`src/rtl/fom_pkg.sv`:
```
// Package for the frame offset measurement and offset programming block.
// Assumes an APB slave with 32-bit data and word-indexed register offsets.
package fom_pkg;
  // Printed offsets are word indexes; byte address is four times the index.
  localparam logic [7:0]  IDX_CTRL     = 8'h01; // Holds the start evaluation bit.
  localparam logic [7:0]  IDX_RESULT   = 8'h02;
  localparam logic [7:0]  IDX_OFS_0_3  = 8'h04;
  localparam logic [7:0]  IDX_OFS_4_7  = 8'h05;
  localparam logic [7:0]  IDX_OFS_8_11 = 8'h06;
  localparam int          ADDR_W       = 12;
  localparam int          REG_W        = 16;
  localparam int          NUM_OFS      = 3;
  // Field positions.
  localparam int          BIT_START    = 2;
  localparam int          BIT_GCI      = 0; // Control bit selecting GCI pulse polarity.
  localparam int          BIT_DONE     = 12;
  localparam int          BIT_HALF     = 11;
  localparam int          DELAY_W      = 11;
  localparam logic [15:0] RESULT_RST   = 16'h0000;
  localparam logic [15:0] OFS_RST      = 16'h0000;
  localparam logic [15:0] CTRL_RST     = 16'h0000;
  // Measurement window: frame pulse edge expected within this many clocks.
  localparam int          FRAME_CLKS   = 2048;
  localparam int          FRAME_W      = 12;
  typedef enum logic [1:0] {FOM_IDLE, FOM_WAIT, FOM_DONE} fom_state_t;
endpackage : fom_pkg

```
`src/rtl/fom_sync.sv`:
```
// Three-stage synchroniser for an asynchronous pin.
// Assumes the input may change at any time relative to clk_i.
`timescale 1ns/1ps
module fom_sync (
  // Clock and reset.
  input  wire logic clk_i,
  input  wire logic rst_n_i,
  // Pin side.
  input  wire logic async_i,
  // Synchronised outputs.
  output logic      sync_o,
  output logic      stable_o
);
  logic [2:0] stage;
  logic [2:0] next_stage;

  // Shift the pin in; the first stage is read only by the second.
  always_comb begin
    next_stage = {stage[1:0], async_i};
  end

  // Register the stages.
  always_ff @(posedge clk_i or negedge rst_n_i) begin
    if (!rst_n_i) begin
      stage <= 3'h0;
    end else begin
      stage <= next_stage;
    end
  end

  // A value counts only when the second and third stages agree.
  assign sync_o   = stage[2];
  assign stable_o = (stage[2] == stage[1]);
endmodule : fom_sync

```
`src/rtl/fom_top.sv`:
```
// Frame offset measurement and per-stream input offset registers, APB slave.
// Assumes the frame pulse pin is asynchronous and the link clock is sampled as a pin.
// Operation
// Software keeps result bits 15-13 at zero
// Done flag sets when measurement finishes
// Start bit falling clears done flag (here a result landing in the same cycle sets it instead)
// Bit 11 reports clock phase at edge
// Delay field is unsigned eleven-bit count
// Start bit falling clears delay field (here a result landing in the same cycle is loaded instead)
// Result register read-only, resets to zero
// Offset registers pack four streams each
// Start bit rising begins an evaluation
// Offset bits delay frame start capture
// Latch edge bit selects sampling edge
// Software derives offsets from measurement
//
// Decided for this implementation: the APB register port.
`timescale 1ns/1ps
module fom_top #(
  parameter int FRAME_CLKS = fom_pkg::FRAME_CLKS
) (
  // Clock and reset.
  input  wire logic        clock_i,
  input  wire logic        rst_n_i,
  // APB slave.
  input  wire logic        psel_i,
  input  wire logic        penable_i,
  input  wire logic        pwrite_i,
  input  wire logic [11:0] paddr_i,
  input  wire logic [31:0] pwdata_i,
  input  wire logic [3:0]  pstrb_i,
  output logic             pready_o,
  output logic [31:0]      prdata_o,
  output logic             pslverr_o,
  // Frame evaluation pulse and the serial link clock, both from pins.
  input  wire logic        frame_evaluation_input_i,
  input  wire logic        link_clk_i,
  // Per-stream settings toward the receivers.
  output logic [2:0]       stream_offset_bits_o [12],
  output logic [11:0]      stream_latch_edge_bit_o
);
  logic rst_q1, rst_q2;
  logic pulse_sync, pulse_stable, lc_sync, lc_stable;
  logic pulse_prev, next_pulse_prev;
  logic [15:0] ctrl, next_ctrl;
  logic [15:0] ofs [fom_pkg::NUM_OFS];
  logic [15:0] next_ofs [fom_pkg::NUM_OFS];
  logic evaluation_complete_flag, next_done;
  logic half_cycle_phase_bit, next_half;
  logic [fom_pkg::DELAY_W-1:0] frame_delay_count, next_delay;
  logic [fom_pkg::FRAME_W-1:0] window, next_window;
  fom_pkg::fom_state_t state, next_state;
  logic start_prev, next_start_prev;
  logic [31:0] next_prdata;
  logic        next_pready, next_pslverr;
  logic [2:0]  next_ofs_o [12];
  logic [11:0] next_edge_o;
  logic        access, wr, start_rise, start_fall, pulse_edge;
  logic [7:0]  idx;

  // Release reset through two flops so every register leaves reset together.
  always_ff @(posedge clock_i or negedge rst_n_i) begin
    if (!rst_n_i) begin
      rst_q1 <= 1'b0;
      rst_q2 <= 1'b0;
    end else begin
      rst_q1 <= 1'b1;
      rst_q2 <= rst_q1;
    end
  end

  // Both pins pass the three-stage synchroniser.
  fom_sync u_pulse_sync (
    .clk_i    (clock_i),
    .rst_n_i  (rst_q2),
    .async_i  (frame_evaluation_input_i),
    .sync_o   (pulse_sync),
    .stable_o (pulse_stable)
  );
  fom_sync u_lc_sync (
    .clk_i    (clock_i),
    .rst_n_i  (rst_q2),
    .async_i  (link_clk_i),
    .sync_o   (lc_sync),
    .stable_o (lc_stable)
  );

  // Word index from the byte address; misaligned addresses decode to nothing.
  function automatic logic [7:0] word_idx(input logic [11:0] a);
    word_idx = (a[1:0] == 2'b00) ? a[9:2] : 8'hff;
  endfunction : word_idx

  // Byte-lane merge for the 16 low data bits.
  function automatic logic [15:0] merge16(input logic [15:0] old, input logic [31:0] d, input logic [3:0] s);
    merge16 = {s[1] ? d[15:8] : old[15:8], s[0] ? d[7:0] : old[7:0]};
  endfunction : merge16

  assign idx        = word_idx(paddr_i);
  assign access     = psel_i && penable_i && !pready_o;
  assign wr         = access && pwrite_i;
  assign start_rise = ctrl[fom_pkg::BIT_START] && !start_prev;
  assign start_fall = !ctrl[fom_pkg::BIT_START] && start_prev;
  // Falling pulse edge normally, rising edge in GCI mode; only agreed values count.
  assign pulse_edge = pulse_stable && (pulse_sync != pulse_prev) &&
                      (ctrl[fom_pkg::BIT_GCI] ? pulse_sync : !pulse_sync);

  // Register writes. The result register takes no write, being read-only.
  always_comb begin
    next_ctrl = ctrl;
    for (int i = 0; i < fom_pkg::NUM_OFS; i++) begin
      next_ofs[i] = ofs[i];
    end
    if (wr && idx == fom_pkg::IDX_CTRL) begin
      next_ctrl = merge16(ctrl, pwdata_i, pstrb_i);
    end
    if (wr && idx == fom_pkg::IDX_OFS_0_3) begin
      next_ofs[0] = merge16(ofs[0], pwdata_i, pstrb_i);
    end
    if (wr && idx == fom_pkg::IDX_OFS_4_7) begin
      next_ofs[1] = merge16(ofs[1], pwdata_i, pstrb_i);
    end
    if (wr && idx == fom_pkg::IDX_OFS_8_11) begin
      next_ofs[2] = merge16(ofs[2], pwdata_i, pstrb_i);
    end
  end

  // Measurement: count clocks from the start until the chosen pulse edge.
  always_comb begin
    next_state      = state;
    next_done       = evaluation_complete_flag;
    next_half       = half_cycle_phase_bit;
    next_delay      = frame_delay_count;
    next_window     = window;
    next_start_prev = ctrl[fom_pkg::BIT_START];
    next_pulse_prev = pulse_stable ? pulse_sync : pulse_prev;
    case (state)
      fom_pkg::FOM_IDLE: begin
        if (start_rise) begin
          next_state  = fom_pkg::FOM_WAIT;
          next_delay  = '0;
          next_done   = 1'b0;
          next_half   = 1'b0;
          next_window = '0;
        end
      end
      fom_pkg::FOM_WAIT: begin
        next_window = window + 1'b1;
        if (pulse_edge) begin
          next_state = fom_pkg::FOM_DONE;
          next_done  = 1'b1;
          next_half  = lc_sync;
          next_delay = window[fom_pkg::DELAY_W-1:0];
        end else if (window == fom_pkg::FRAME_W'(FRAME_CLKS - 1)) begin
          next_window = '0; // A frame with no pulse; keep looking.
        end
      end
      fom_pkg::FOM_DONE: begin
        next_state = fom_pkg::FOM_DONE;
      end
      default: begin
        next_state = fom_pkg::FOM_IDLE;
      end
    endcase
    // Dropping the start bit aborts or ends any evaluation. A result landing in
    // that same cycle wins over the clear, so a finished measurement is not lost.
    if (start_fall) begin
      next_state = fom_pkg::FOM_IDLE;
      if (!(state == fom_pkg::FOM_WAIT && pulse_edge)) begin
        next_done  = 1'b0;
        next_delay = '0;
      end
    end
  end

  // APB answer: one wait state, errors for unmapped or result-register writes.
  always_comb begin
    next_pready  = access;
    next_pslverr = 1'b0;
    next_prdata  = '0;
    if (access) begin
      case (idx)
        fom_pkg::IDX_CTRL:     next_prdata = {16'h0000, ctrl};
        // Bits 15-13 always read as zero.
        fom_pkg::IDX_RESULT: begin
          next_prdata = {19'h00000, evaluation_complete_flag, half_cycle_phase_bit, frame_delay_count};
          next_pslverr = pwrite_i;
        end
        fom_pkg::IDX_OFS_0_3:  next_prdata = {16'h0000, ofs[0]};
        fom_pkg::IDX_OFS_4_7:  next_prdata = {16'h0000, ofs[1]};
        fom_pkg::IDX_OFS_8_11: next_prdata = {16'h0000, ofs[2]};
        default:               next_pslverr = 1'b1;
      endcase
    end
  end

  // Unpack stream settings: stream 4k+j sits at bits 4j+3..4j of register k.
  always_comb begin
    for (int s = 0; s < 12; s++) begin
      next_ofs_o[s]  = ofs[s/4][(s%4)*4+1 +: 3]; // see R8
      next_edge_o[s] = ofs[s/4][(s%4)*4]; // see R8
    end
  end

  // Register everything.
  always_ff @(posedge clock_i or negedge rst_q2) begin
    if (!rst_q2) begin
      ctrl                     <= fom_pkg::CTRL_RST;
      for (int i = 0; i < fom_pkg::NUM_OFS; i++) begin
        ofs[i] <= fom_pkg::OFS_RST;
      end
      state                    <= fom_pkg::FOM_IDLE;
      evaluation_complete_flag <= fom_pkg::RESULT_RST[fom_pkg::BIT_DONE];
      half_cycle_phase_bit     <= fom_pkg::RESULT_RST[fom_pkg::BIT_HALF];
      frame_delay_count        <= fom_pkg::RESULT_RST[fom_pkg::DELAY_W-1:0];
      window                   <= '0;
      start_prev               <= 1'b0;
      pulse_prev               <= 1'b0; // Matches the synchroniser's reset level.
      pready_o                 <= 1'b0;
      pslverr_o                <= 1'b0;
      prdata_o                 <= 32'h00000000;
      stream_latch_edge_bit_o  <= 12'h000;
      for (int s = 0; s < 12; s++) begin
        stream_offset_bits_o[s] <= 3'h0;
      end
    end else begin
      ctrl                     <= next_ctrl;
      ofs                      <= next_ofs;
      state                    <= next_state;
      evaluation_complete_flag <= next_done;
      half_cycle_phase_bit     <= next_half;
      frame_delay_count        <= next_delay;
      window                   <= next_window;
      start_prev               <= next_start_prev;
      pulse_prev               <= next_pulse_prev;
      pready_o                 <= next_pready;
      pslverr_o                <= next_pslverr;
      prdata_o                 <= next_prdata;
      stream_latch_edge_bit_o  <= next_edge_o;
      stream_offset_bits_o     <= next_ofs_o;
    end
  end
endmodule : fom_top

```
`config.mk`:
```
export PLATFORM = sky130hd
export DESIGN_NAME = fom_top
export DESIGN_NICKNAME = d
export VERILOG_FILES = /design/src/rtl/fom_pkg.sv /design/src/rtl/fom_sync.sv /design/src/rtl/fom_top.sv
export SDC_FILE = /design/constraint.sdc
export NUM_CORES = 1
export LEC_CHECK = 0
export ABC_AREA = 1
export BUFFER_PORTS_ARGS = -buffer_cell sky130_fd_sc_hd__buf_2
export CAP_MARGIN = 0
export CORE_UTILIZATION = 40
export DETAILED_ROUTE_END_ITERATION = 10
export SLEW_MARGIN = 15
export SYNTH_ARGS = -nofsm -noshare
export SYNTH_HDL_FRONTEND = slang
export SYNTH_SLANG_ARGS = --single-unit
```
`constraint.sdc`:
```
create_clock -name clock_i -period 6.7 [get_ports clock_i]
set_clock_uncertainty 0.1 [all_clocks]
set_input_delay 1.34 -clock clock_i [delete_from_list [all_inputs] [get_ports clock_i]]
set_output_delay 1.34 -clock clock_i [all_outputs]
set_load 0.005 [all_outputs]
```
## Word-level counts from Yosys, hierarchy flattened

Index checks and enable logic that the tools add are counted.

| operators by class | value |
|---|---|
| add/sub/neg operators | 1 |
| equality and inequality tests | 14 |
| muxes and demuxes | 27 |
| reduce and logical (&&, ||, !) cells | 31 |

Operators with widths:

| cell | number |
|---|---|
| $pmux W16 S5 | 1 |
| $mux W11 | 4 |
| $mux W12 | 3 |
| $eq A8 B3 Y1 const B | 3 |
| $pmux W12 S2 | 1 |
| $pmux W11 S2 | 1 |
| $reduce_and A2 Y1 | 10 |
| $mux W16 | 1 |
| $add A12 B1 Y12 const B | 1 |
| $eq A12 B11 Y1 const B | 1 |
| $logic_and A1 B1 Y1 | 12 |
| $eq A8 B1 Y1 const B | 1 |
| $eq A8 B2 Y1 const B | 1 |
| $mux W1 | 8 |
| $mux W8 | 1 |
| $mux W2 | 3 |
| $ne A3 B3 Y1 const B | 2 |
| $pmux W1 S2 | 3 |
| $pmux W2 S3 | 1 |
| $logic_not A1 Y1 | 4 |
| $logic_not A2 Y1 | 2 |
| $ne A2 B2 Y1 const B | 2 |
| $reduce_or A4 Y1 | 1 |
| $reduce_and A3 Y1 | 1 |
| 5 further kinds | 5 |

| word-level totals | value |
|---|---|
| flip-flop bits (word level) | 183 |
| input bits | 55 |
| output and inout port bits | 82 |

## Logic depth before layout (Yosys ltp)

Gate-level depths: netlist of the first run.

| depth | value |
|---|---|
| depth in word-level cells | 7 |
| depth in mapped cells | 11 |
| mapped depth without buffers | 10 |

## Hierarchy

A second synthesis of the first run with hierarchy kept.

| second synthesis, totals | value |
|---|---|
| cells, all modules | 700 |
| area total of the unflattened synthesis | 6959.2 um^2 |

Modules (own cells, without submodules):

| module | instances | cells an instance | area each (um^2) | sequential area each (um^2) |
|---|---|---|---|---|
| fom_top | 1 | 684 | 6771.5 | 4028.9 |
| fom_sync | 2 | 8 | 93.8 | 75.1 |

## Worst setup path after synthesis of the first run

Ideal clock, no wire load.

| timing | value |
|---|---|
| path kind | input to register |
| start | input port paddr_i[1] |
| end | register ofs (netlist bit next_ofs_o[25]) |
| setup time | 0.119 ns |
| arrival time | 2.373 ns |
| required time | 6.481 ns |
| setup slack | 4.108 ns |
| stages on the path | 9 |
| cells stage by stage | nor2_4 -> nand3_2 -> inv_2 -> nand2_4 -> nor2_8 -> nand3_4 -> buf_6 -> nand2_1 -> o21ai_2 |

| between the ends | value |
|---|---|
| word-level cells in the longest chain between the ends | 5 |

Ends and longest elaborated chain:

| element | RTL line | RTL |
|---|---|---|
| from (decl) | fom_top.sv:29 | `input wire logic [11:0] paddr_i,` |
| $logic_not A2 Y1 | fom_top.sv:90 | `word_idx = (a[1:0] == 2'b00) ? a[9:2] : 8'hff;` |
| $mux W8 | fom_top.sv:90 |  |
| $eq A8 B3 Y1 | fom_top.sv:116 | `if (wr && idx == fom_pkg::IDX_OFS_0_3) begin` |
| $logic_and A1 B1 Y1 | fom_top.sv:116 |  |
| $reduce_and A2 Y1 (no line) | n/a |  |
| to (signal, indexed assignment) | fom_top.sv:209 | `ofs[i] <= fom_pkg::OFS_RST;` |
| to (signal assigned) | fom_top.sv:227 | `ofs <= next_ofs;` |
| to (decl) | fom_top.sv:46 | `logic [15:0] ofs [fom_pkg::NUM_OFS];` |

No other way between the ends.
A chain may end at the register's enable or synchronous reset.

## Worst setup path after layout of the first run

| timing | value |
|---|---|
| start | input port paddr_i[1] |
| end | register prdata_o[0] |

| between the ends | value |
|---|---|
| word-level cells in the longest chain between the ends | 5 |
| elaborated cells between the ends (all ways) | 9 |
| those cells by class | 5 x eq/ne; 3 x mux; 1 x reduce/logical |

Ends and longest elaborated chain:

| element | RTL line | RTL |
|---|---|---|
| $logic_not A2 Y1 (*) | fom_top.sv:90 |  |
| $mux W8 (*) | fom_top.sv:90 |  |
| $eq A8 B3 Y1, or another cell as far along | fom_top.sv:181 | `case (idx)` |
| $pmux W16 S5 (*) | fom_top.sv:181 |  |
| $mux W16 (*) | fom_top.sv:180 | `if (access) begin` |
| via next_prdata[0] | fom_top.sv:54 | `logic [31:0] next_prdata;` |
| to (signal assigned) | fom_top.sv:237 | `prdata_o <= next_prdata;` |
| to (decl) | fom_top.sv:33 | `output logic [31:0] prdata_o,` |

Mark *: on every way through the listed nets, which the timed path passes. The rest lies on a longest branch.

==> results of run 1 <==
## flip-flops by register name (all words and copies together) (netlist names), 2 cells and up
name,flops
next_ofs_o,36
stream_offset_bits_o,36
ctrl,16
prdata_o,16
next_edge_o,12
stream_latch_edge_bit_o,12
window,12
frame_delay_count,11
u_lc_sync.stage,3
u_pulse_sync.stage,3
state,2
## routing by layer
| metal | vias to the layer above | wire (um) |
|---|---|---|
| met4 | 0 | 149 |
| met5 | - | 0 |
| met3 | 14 | 714 |
| li1 | 2427 | - |
| met1 | 2327 | 6905 |
| met2 | 120 | 6803 |
## cell families (layout without fill, tap and decap cells)
logic type	after synthesis	in the layout	share of synthesized area
simple gates	341	341	0.2332
flops	167	167	0.6095
buf+inv	93	191	0.06697
fa+ha+maj	5	5	0.009124
xor+xnor	4	4	0.005109
other cells	2	17	0.001095
compound gates	88	88	0.07500
## path summary, 6_finish.rpt
kind	from	end	slack [ns]	cells past startpoint
max	paddr_i[1]	prdata_o[0]	3.38	10
min	rst_q2	stream_offset_bits_o[35]	0.24	0
max reg2reg	ctrl[2]	frame_delay_count[10]	4.47	8
min reg2reg	rst_q2	stream_offset_bits_o[35]	0.24	0
max in group asynchronous	rst_q2	ctrl[3]	4.61	2
min in group clock_i	u_lc_sync.stage[0]	u_lc_sync.stage[1]	0.25	0
## report_power, final
part / switching, uW / total (uW) / internal (uW) / leakage [uW]
clock network: 400 / 1010 / 610 / 0.000293
registers: 16.5 / 1040 / 1030 / 0.00231
logic: 140 / 187 / 46.4 / 0.00162
## layout make-up
class,count,area (um2),share of cell area
inverters,54,202.7,0.02499
multi-input cells,455,2277,0.2808
well taps,220,275.3,0.03394
clock inverters,13,168.9,0.02083
clock buffers,19,452.9,0.05585
flip-flops and latches,167,4183,0.5157
repair buffers,105,550.5,0.06788
## cells in the final DEF, fill, tap and decap left out
master	instances
buf_4	4
clkbuf_16	17
clkinv_4	2
clkinv_2	1
clkbuf_8	2
nand3_1	80
a21oi_1	5
nand4_1	4
nand3_4	4
o21ai_2	17
bufinv_16	3
xor2_1	4
buf_12	1
nor2_8	2
nor2_2	16
clkinvlp_4	4
inv_1	50
inv_2	4
nand3_2	6
ha_1	5
nand2_1	178
nor3_2	2
conb_1	17
o21ai_0	16
inv_6	3
dfrtp_1	166
nor2_1	43
buf_2	100
o41ai_1	1
dfrtp_4	1
o21bai_2	1
nor3_1	1
nand2_4	1
nand2_2	1
o21ai_1	48
nor2_4	3
## metrics by stage
step                hold slack (ns)  area, um2  std cells
floorplan                    0.2312       6913        715
global placement             0.2320       7468       1000
detailed placement           0.2355       7468       1000
CTS                          0.2512       8090       1032
global route                 0.2594       8110       1033
finish                       0.2401       8110       1033
## critical path, stage by stage
cell and delay, ns:
buf_2 0.11, nor2_4 0.21, nand2_2 0.09, nor2_2 0.74, inv_2 0.18, nor2_2 0.50
nand2_1 0.12, nand2_1 0.11, nor2_1 0.05, nor2_1 0.12
==> summary.txt, run 1 <==
Outcome
  • Status: completed

Critical path
  • CP required: 6.95 ns
  • Critical path launch point type: primary input
  • Setup Crit Path Kind: in -> reg
  • Critical path arrival: 3.57 ns
  • Crit Path Max Fanout: 20
  • Critical path endpoint category: register

STA
  • Final TNS setup: 0 ns
  • Worst-Margin Slew: 1.054 ns
  • Hold Violations, Final: 0
  • RSZ-0062 raised after global routing: false
  • Final setup fails: 0
  • Slew headroom: 0.2967
  • PnR worst setup slack: 3.377 ns
  • Time the worst path needs with I/O delays and setup: 3.323 ns
  • Final slew viol count: 0
  • Fmax: 0.3009 GHz
  • Final Cycle Share: 0.4960

Synth
  • Post-synth EDFFs: 0
  • Post-synthesis cell type count: 30
  • Largest cells by area after synthesis: dfrtp_1 (61%), nand2_1 (9.7%), nand3_1 (5.8%)
  • Synth top area share: 0.6095
  • Synth area leader: dfrtp_1
  • Cell Area, Synth: 6857 um2
  • Count leader, synth: nand2_1
  • FF+latch count, synth: 167
  • Main flop type after synthesis: dfrtp_1
  • FFs w/ async S/R, synth: 1.000
  • Seq/Total Area, Yosys: 0.6095
  • Most frequent cells after synthesis: nand2_1 (178), dfrtp_1 (167), nand3_1 (80), inv_1 (50), o21ai_1 (48)
  • Cell count after synthesis: 700
  • Yosys warns: 0
  • Syn Area/Cell: 9.795 um2

Global route
  • Top Usage Layer GRT: met2
  • Initial antenna violation count: 0
  • Vias in the first global route: 4666
  • Routing usage on met1: 0.2478
  • Met3 usage: 0.03525
  • Met2 global-route usage: 0.2787
  • Largest net degree at the start of global routing: 87
  • Total grt overflow: 0
  • Global-route usage over all layers: 0.1777
  • First-pass GRT wire length: 24.34 mm

Clock network
  • Hold Buf Count CTS: 0
  • H-tree depth: 4
  • CTS tree: done
  • Clk_lat worst skew: 0.43 ns
  • CTS clk-pin slew, worst paths: 0.06 ns
  • Number of gates resized after CTS: 0
  • Num CTS Buffers: 17
  • Deepest clock path buffer count: 2
  • Cell chosen for the clock root: clkbuf_16
  • Buffer count from post-CTS setup fixing: 0
  • CTS sink count: 167

Cells and area
  • Final Util: 0.4873
  • Area Overhead vs Synth: 18.28%
  • Final nets: 860
  • Fillers: 1544
  • Share of layout cells above drive strength 1: 0.2399
  • Antenna Cells: 0

Pwr
  • Power Density: 276.2 nW/um2
  • Leak: 0.004214 uW
  • Total Power: 2240 uW
  • Peak VDD IR: 0.0001861 V

Placed design
  • IO buf count: 100
  • DP HPWL: 9.814 mm
  • Pre-CTS setup slack: 2.910 ns
  • Gpl congestion: 0.8607

Floorplanning
  • Starting density of the core: 0.4120
  • Core Region: 16640 um2
  • FP Rows: 47
  • Io pins: 137
  • DIE AREA: 17670 um2
  • Die Width: 132.9 um
  • Die extent in y: 132.9 um

Route
  • DRT iter0 DRCs: 336
  • Detailed-route via count: 4888
  • Post-Route WL: 14.57 mm
  • Drt drc: 0
  • Wire length per cell: 14.11 um
  • DR vias/cell: 4.732
  • Drt first pass iters: 5
  • Final ANT Viol Nets: 0

Min path
  • Worst hold path type: reg -> async

Job
  • Max cap viols: 0
Power figures use the tool's default switching activity.
==> run 2, diff against run 1 <==
==> constraint.sdc (replaced) <==
create_clock -name clock_i -period 3 [get_ports clock_i]
set_clock_uncertainty 0.1 [all_clocks]
set_input_delay 0.6 -clock clock_i [delete_from_list [all_inputs] [get_ports clock_i]]
set_output_delay 0.6 -clock clock_i [all_outputs]
set_load 0.005 [all_outputs]
==> run 2 against run 1 <==
  * Hold slack worse by 0.058 ns
  * Die area stayed put
  * First-iteration DRC count is 19% lower
  * Critical endpoint is now frame_delay_count[0]
  * Count of clock-buffer cells in the layout is 2 higher
  * Largest power group unchanged
  * Non-clock buffer count is 6 higher
  * Worst setup slack worse by 2.6 ns
  * Final cell count is 0.58% higher
  * Clock power is 110% higher
==> summary.txt, run 2 (synthesis results as in run 1) <==
Clock network
  • Number of gates resized after CTS: 0
  • CTS clk-pin slew, worst paths: 0.06 ns
  • H-tree depth: 4
  • CTS sink count: 167
  • Num CTS Buffers: 17
  • Deepest clock path buffer count: 2
  • Clk_lat worst skew: 0.42 ns
  • CTS tree: done
  • Cell chosen for the clock root: clkbuf_16

Pwr
  • Leak: 0.004229 uW
  • Peak VDD IR: 0.0003579 V
  • Power Density: 600.0 nW/um2

Critical path
  • CP required: 3.24 ns
  • R2r startpoint: state[0]
  • Critical path arrival: 2.47 ns
  • Setup slack, reg-to-reg: 0.77 ns
  • Crit. Startpoint: state[0]
  • Worst R2R Path Depth: 6
  • Crit Path Max Fanout: 14
  • Critical path launch point type: register
  • Critical path endpoint category: register
  • Setup Crit Path Kind: reg -> reg

Floorplanning
  • FP Rows: 47
  • Io pins: 137
  • DIE AREA: 17670 um2
  • Die Width: 132.9 um
  • Starting density of the core: 0.4120
  • Die extent in y: 132.9 um
  • Core Region: 16640 um2

STA
  • RSZ-0062 raised after global routing: false
  • Final slew viol count: 0
  • Final setup fails: 0
  • Time the worst path needs with I/O delays and setup: 2.227 ns
  • Slew headroom: 0.6370
  • Worst-Margin Slew: 0.5388 ns
  • Fmax: 0.4490 GHz
  • Final Cycle Share: 0.7424
  • Hold Violations, Final: 0
  • Final TNS setup: 0 ns

Placed design
  • Gpl congestion: 0.8341
  • IO buf count: 100
  • DP Area: 7538 um2
  • DP HPWL: 10.29 mm

Route
  • DR vias/cell: 4.637
  • Wire length per cell: 14.15 um
  • Detailed-route via count: 4818
  • Final ANT Viol Nets: 0
  • Post-Route WL: 14.70 mm
  • DRT iter0 DRCs: 273
  • Drt first pass iters: 4
  • Drt drc: 0

Cells and area
  • Final nets: 866
  • Fillers: 1572
  • Area of the multi-input gates: 2277 um2
  • Post-route cell area: 8132 um2
  • Antenna Cells: 0
  • Area Overhead vs Synth: 18.59%
  • Reg area: 4183 um2
  • Most frequent cells in the layout: nand2_1 (178), dfrtp_1 (166), buf_2 (100)
  • Most common cell after layout, fill and taps aside: nand2_1
  • Share of layout cells above drive strength 1: 0.2430
  • Final Util: 0.4886

Global route
  • First-pass GRT wire length: 24.09 mm
  • Initial antenna violation count: 0
  • Vias in the first global route: 4642
  • Largest net degree at the start of global routing: 57
  • Global-route usage over all layers: 0.1771
  • Total grt overflow: 0

Outcome
  • Status: completed

Min path
  • HP Start: link_clk_i
  • Hold Path Depth: 1
  • Worst hold path type: in -> reg

Job
  • Max cap viols: 0
[run 2: cell count changes in the layout (fill, tap and decap cells not counted), sizes merged]
cell	delta
buf	+5
bufinv	-2
clkbuf	+2
clkinv	-1
dlygate4sd3	+1
inv	+1
[run 2: metrics by stage]
step | hold slack, ns | std cells | setup slack [ns] | total power (uW)
after detailed placement | 0.2214 | 1006 | 0.5778 | 2807
after floorplan | 0.2044 | 715 | 0.1380 | 2686
final | 0.1820 | 1039 | 0.7729 | 4879
after CTS | 0.1596 | 1039 | 0.7738 | 4937
after global placement | 0.2260 | 1006 | 0.6047 | 2800
after global routing | 0.1599 | 1039 | 0.5348 | 5096
[run 2: final timing paths]
path                                   endpoint
hold reg to reg            frame_delay_count[1]
min in group asynchronous  frame_delay_count[1]
setup reg to reg           frame_delay_count[0]
max in group asynchronous        next_ofs_o[35]
setup / recovery           frame_delay_count[0]
hold / removal               u_lc_sync.stage[0]
[run 2: area by class of cell]
cell class / count / share of cell area
flip-flops and latches: 167 / 0.5144
multi-input cells: 455 / 0.2800
repair buffers: 111 / 0.07509
clock buffers: 21 / 0.05786
well taps: 220 / 0.03385
inverters: 54 / 0.02493
clock inverters: 11 / 0.01385
[run 2: what timing repair did]
| item | CTS | global route |
|---|---|---|
| endpoints found under the hold margin | 2 | 0 |
| hold buffers | 1 | 0 |
| buffers inserted | 0 | 0 |
[run 2: where the power goes]
group | total [uW] | internal (uW) | switching, uW
registers | 2330 | 2290 | 34.5
clock network | 2120 | 1220 | 897
logic | 431 | 110 | 321
total | 4880 | 3630 | 1250
[run 2: worst max-delay path: stages (launching register included)]
cell and delay (ns):
dfrtp_1 0.39, ha_1 0.29, o21ai_2 0.39, inv_1 0.31
nand2_1 0.41, nand3_1 0.15, o21ai_0 0.10
[run 2: routing by layer]
layer | global-route usage | up-vias | wire length, um
met3 | 0.04061 | 13 | 663
li1 | - | 2432 | -
met4 | 0.05811 | 0 | 166
met5 | 0 | - | 0
met1 | 0.2446 | 2260 | 6990
met2 | 0.2752 | 113 | 6880
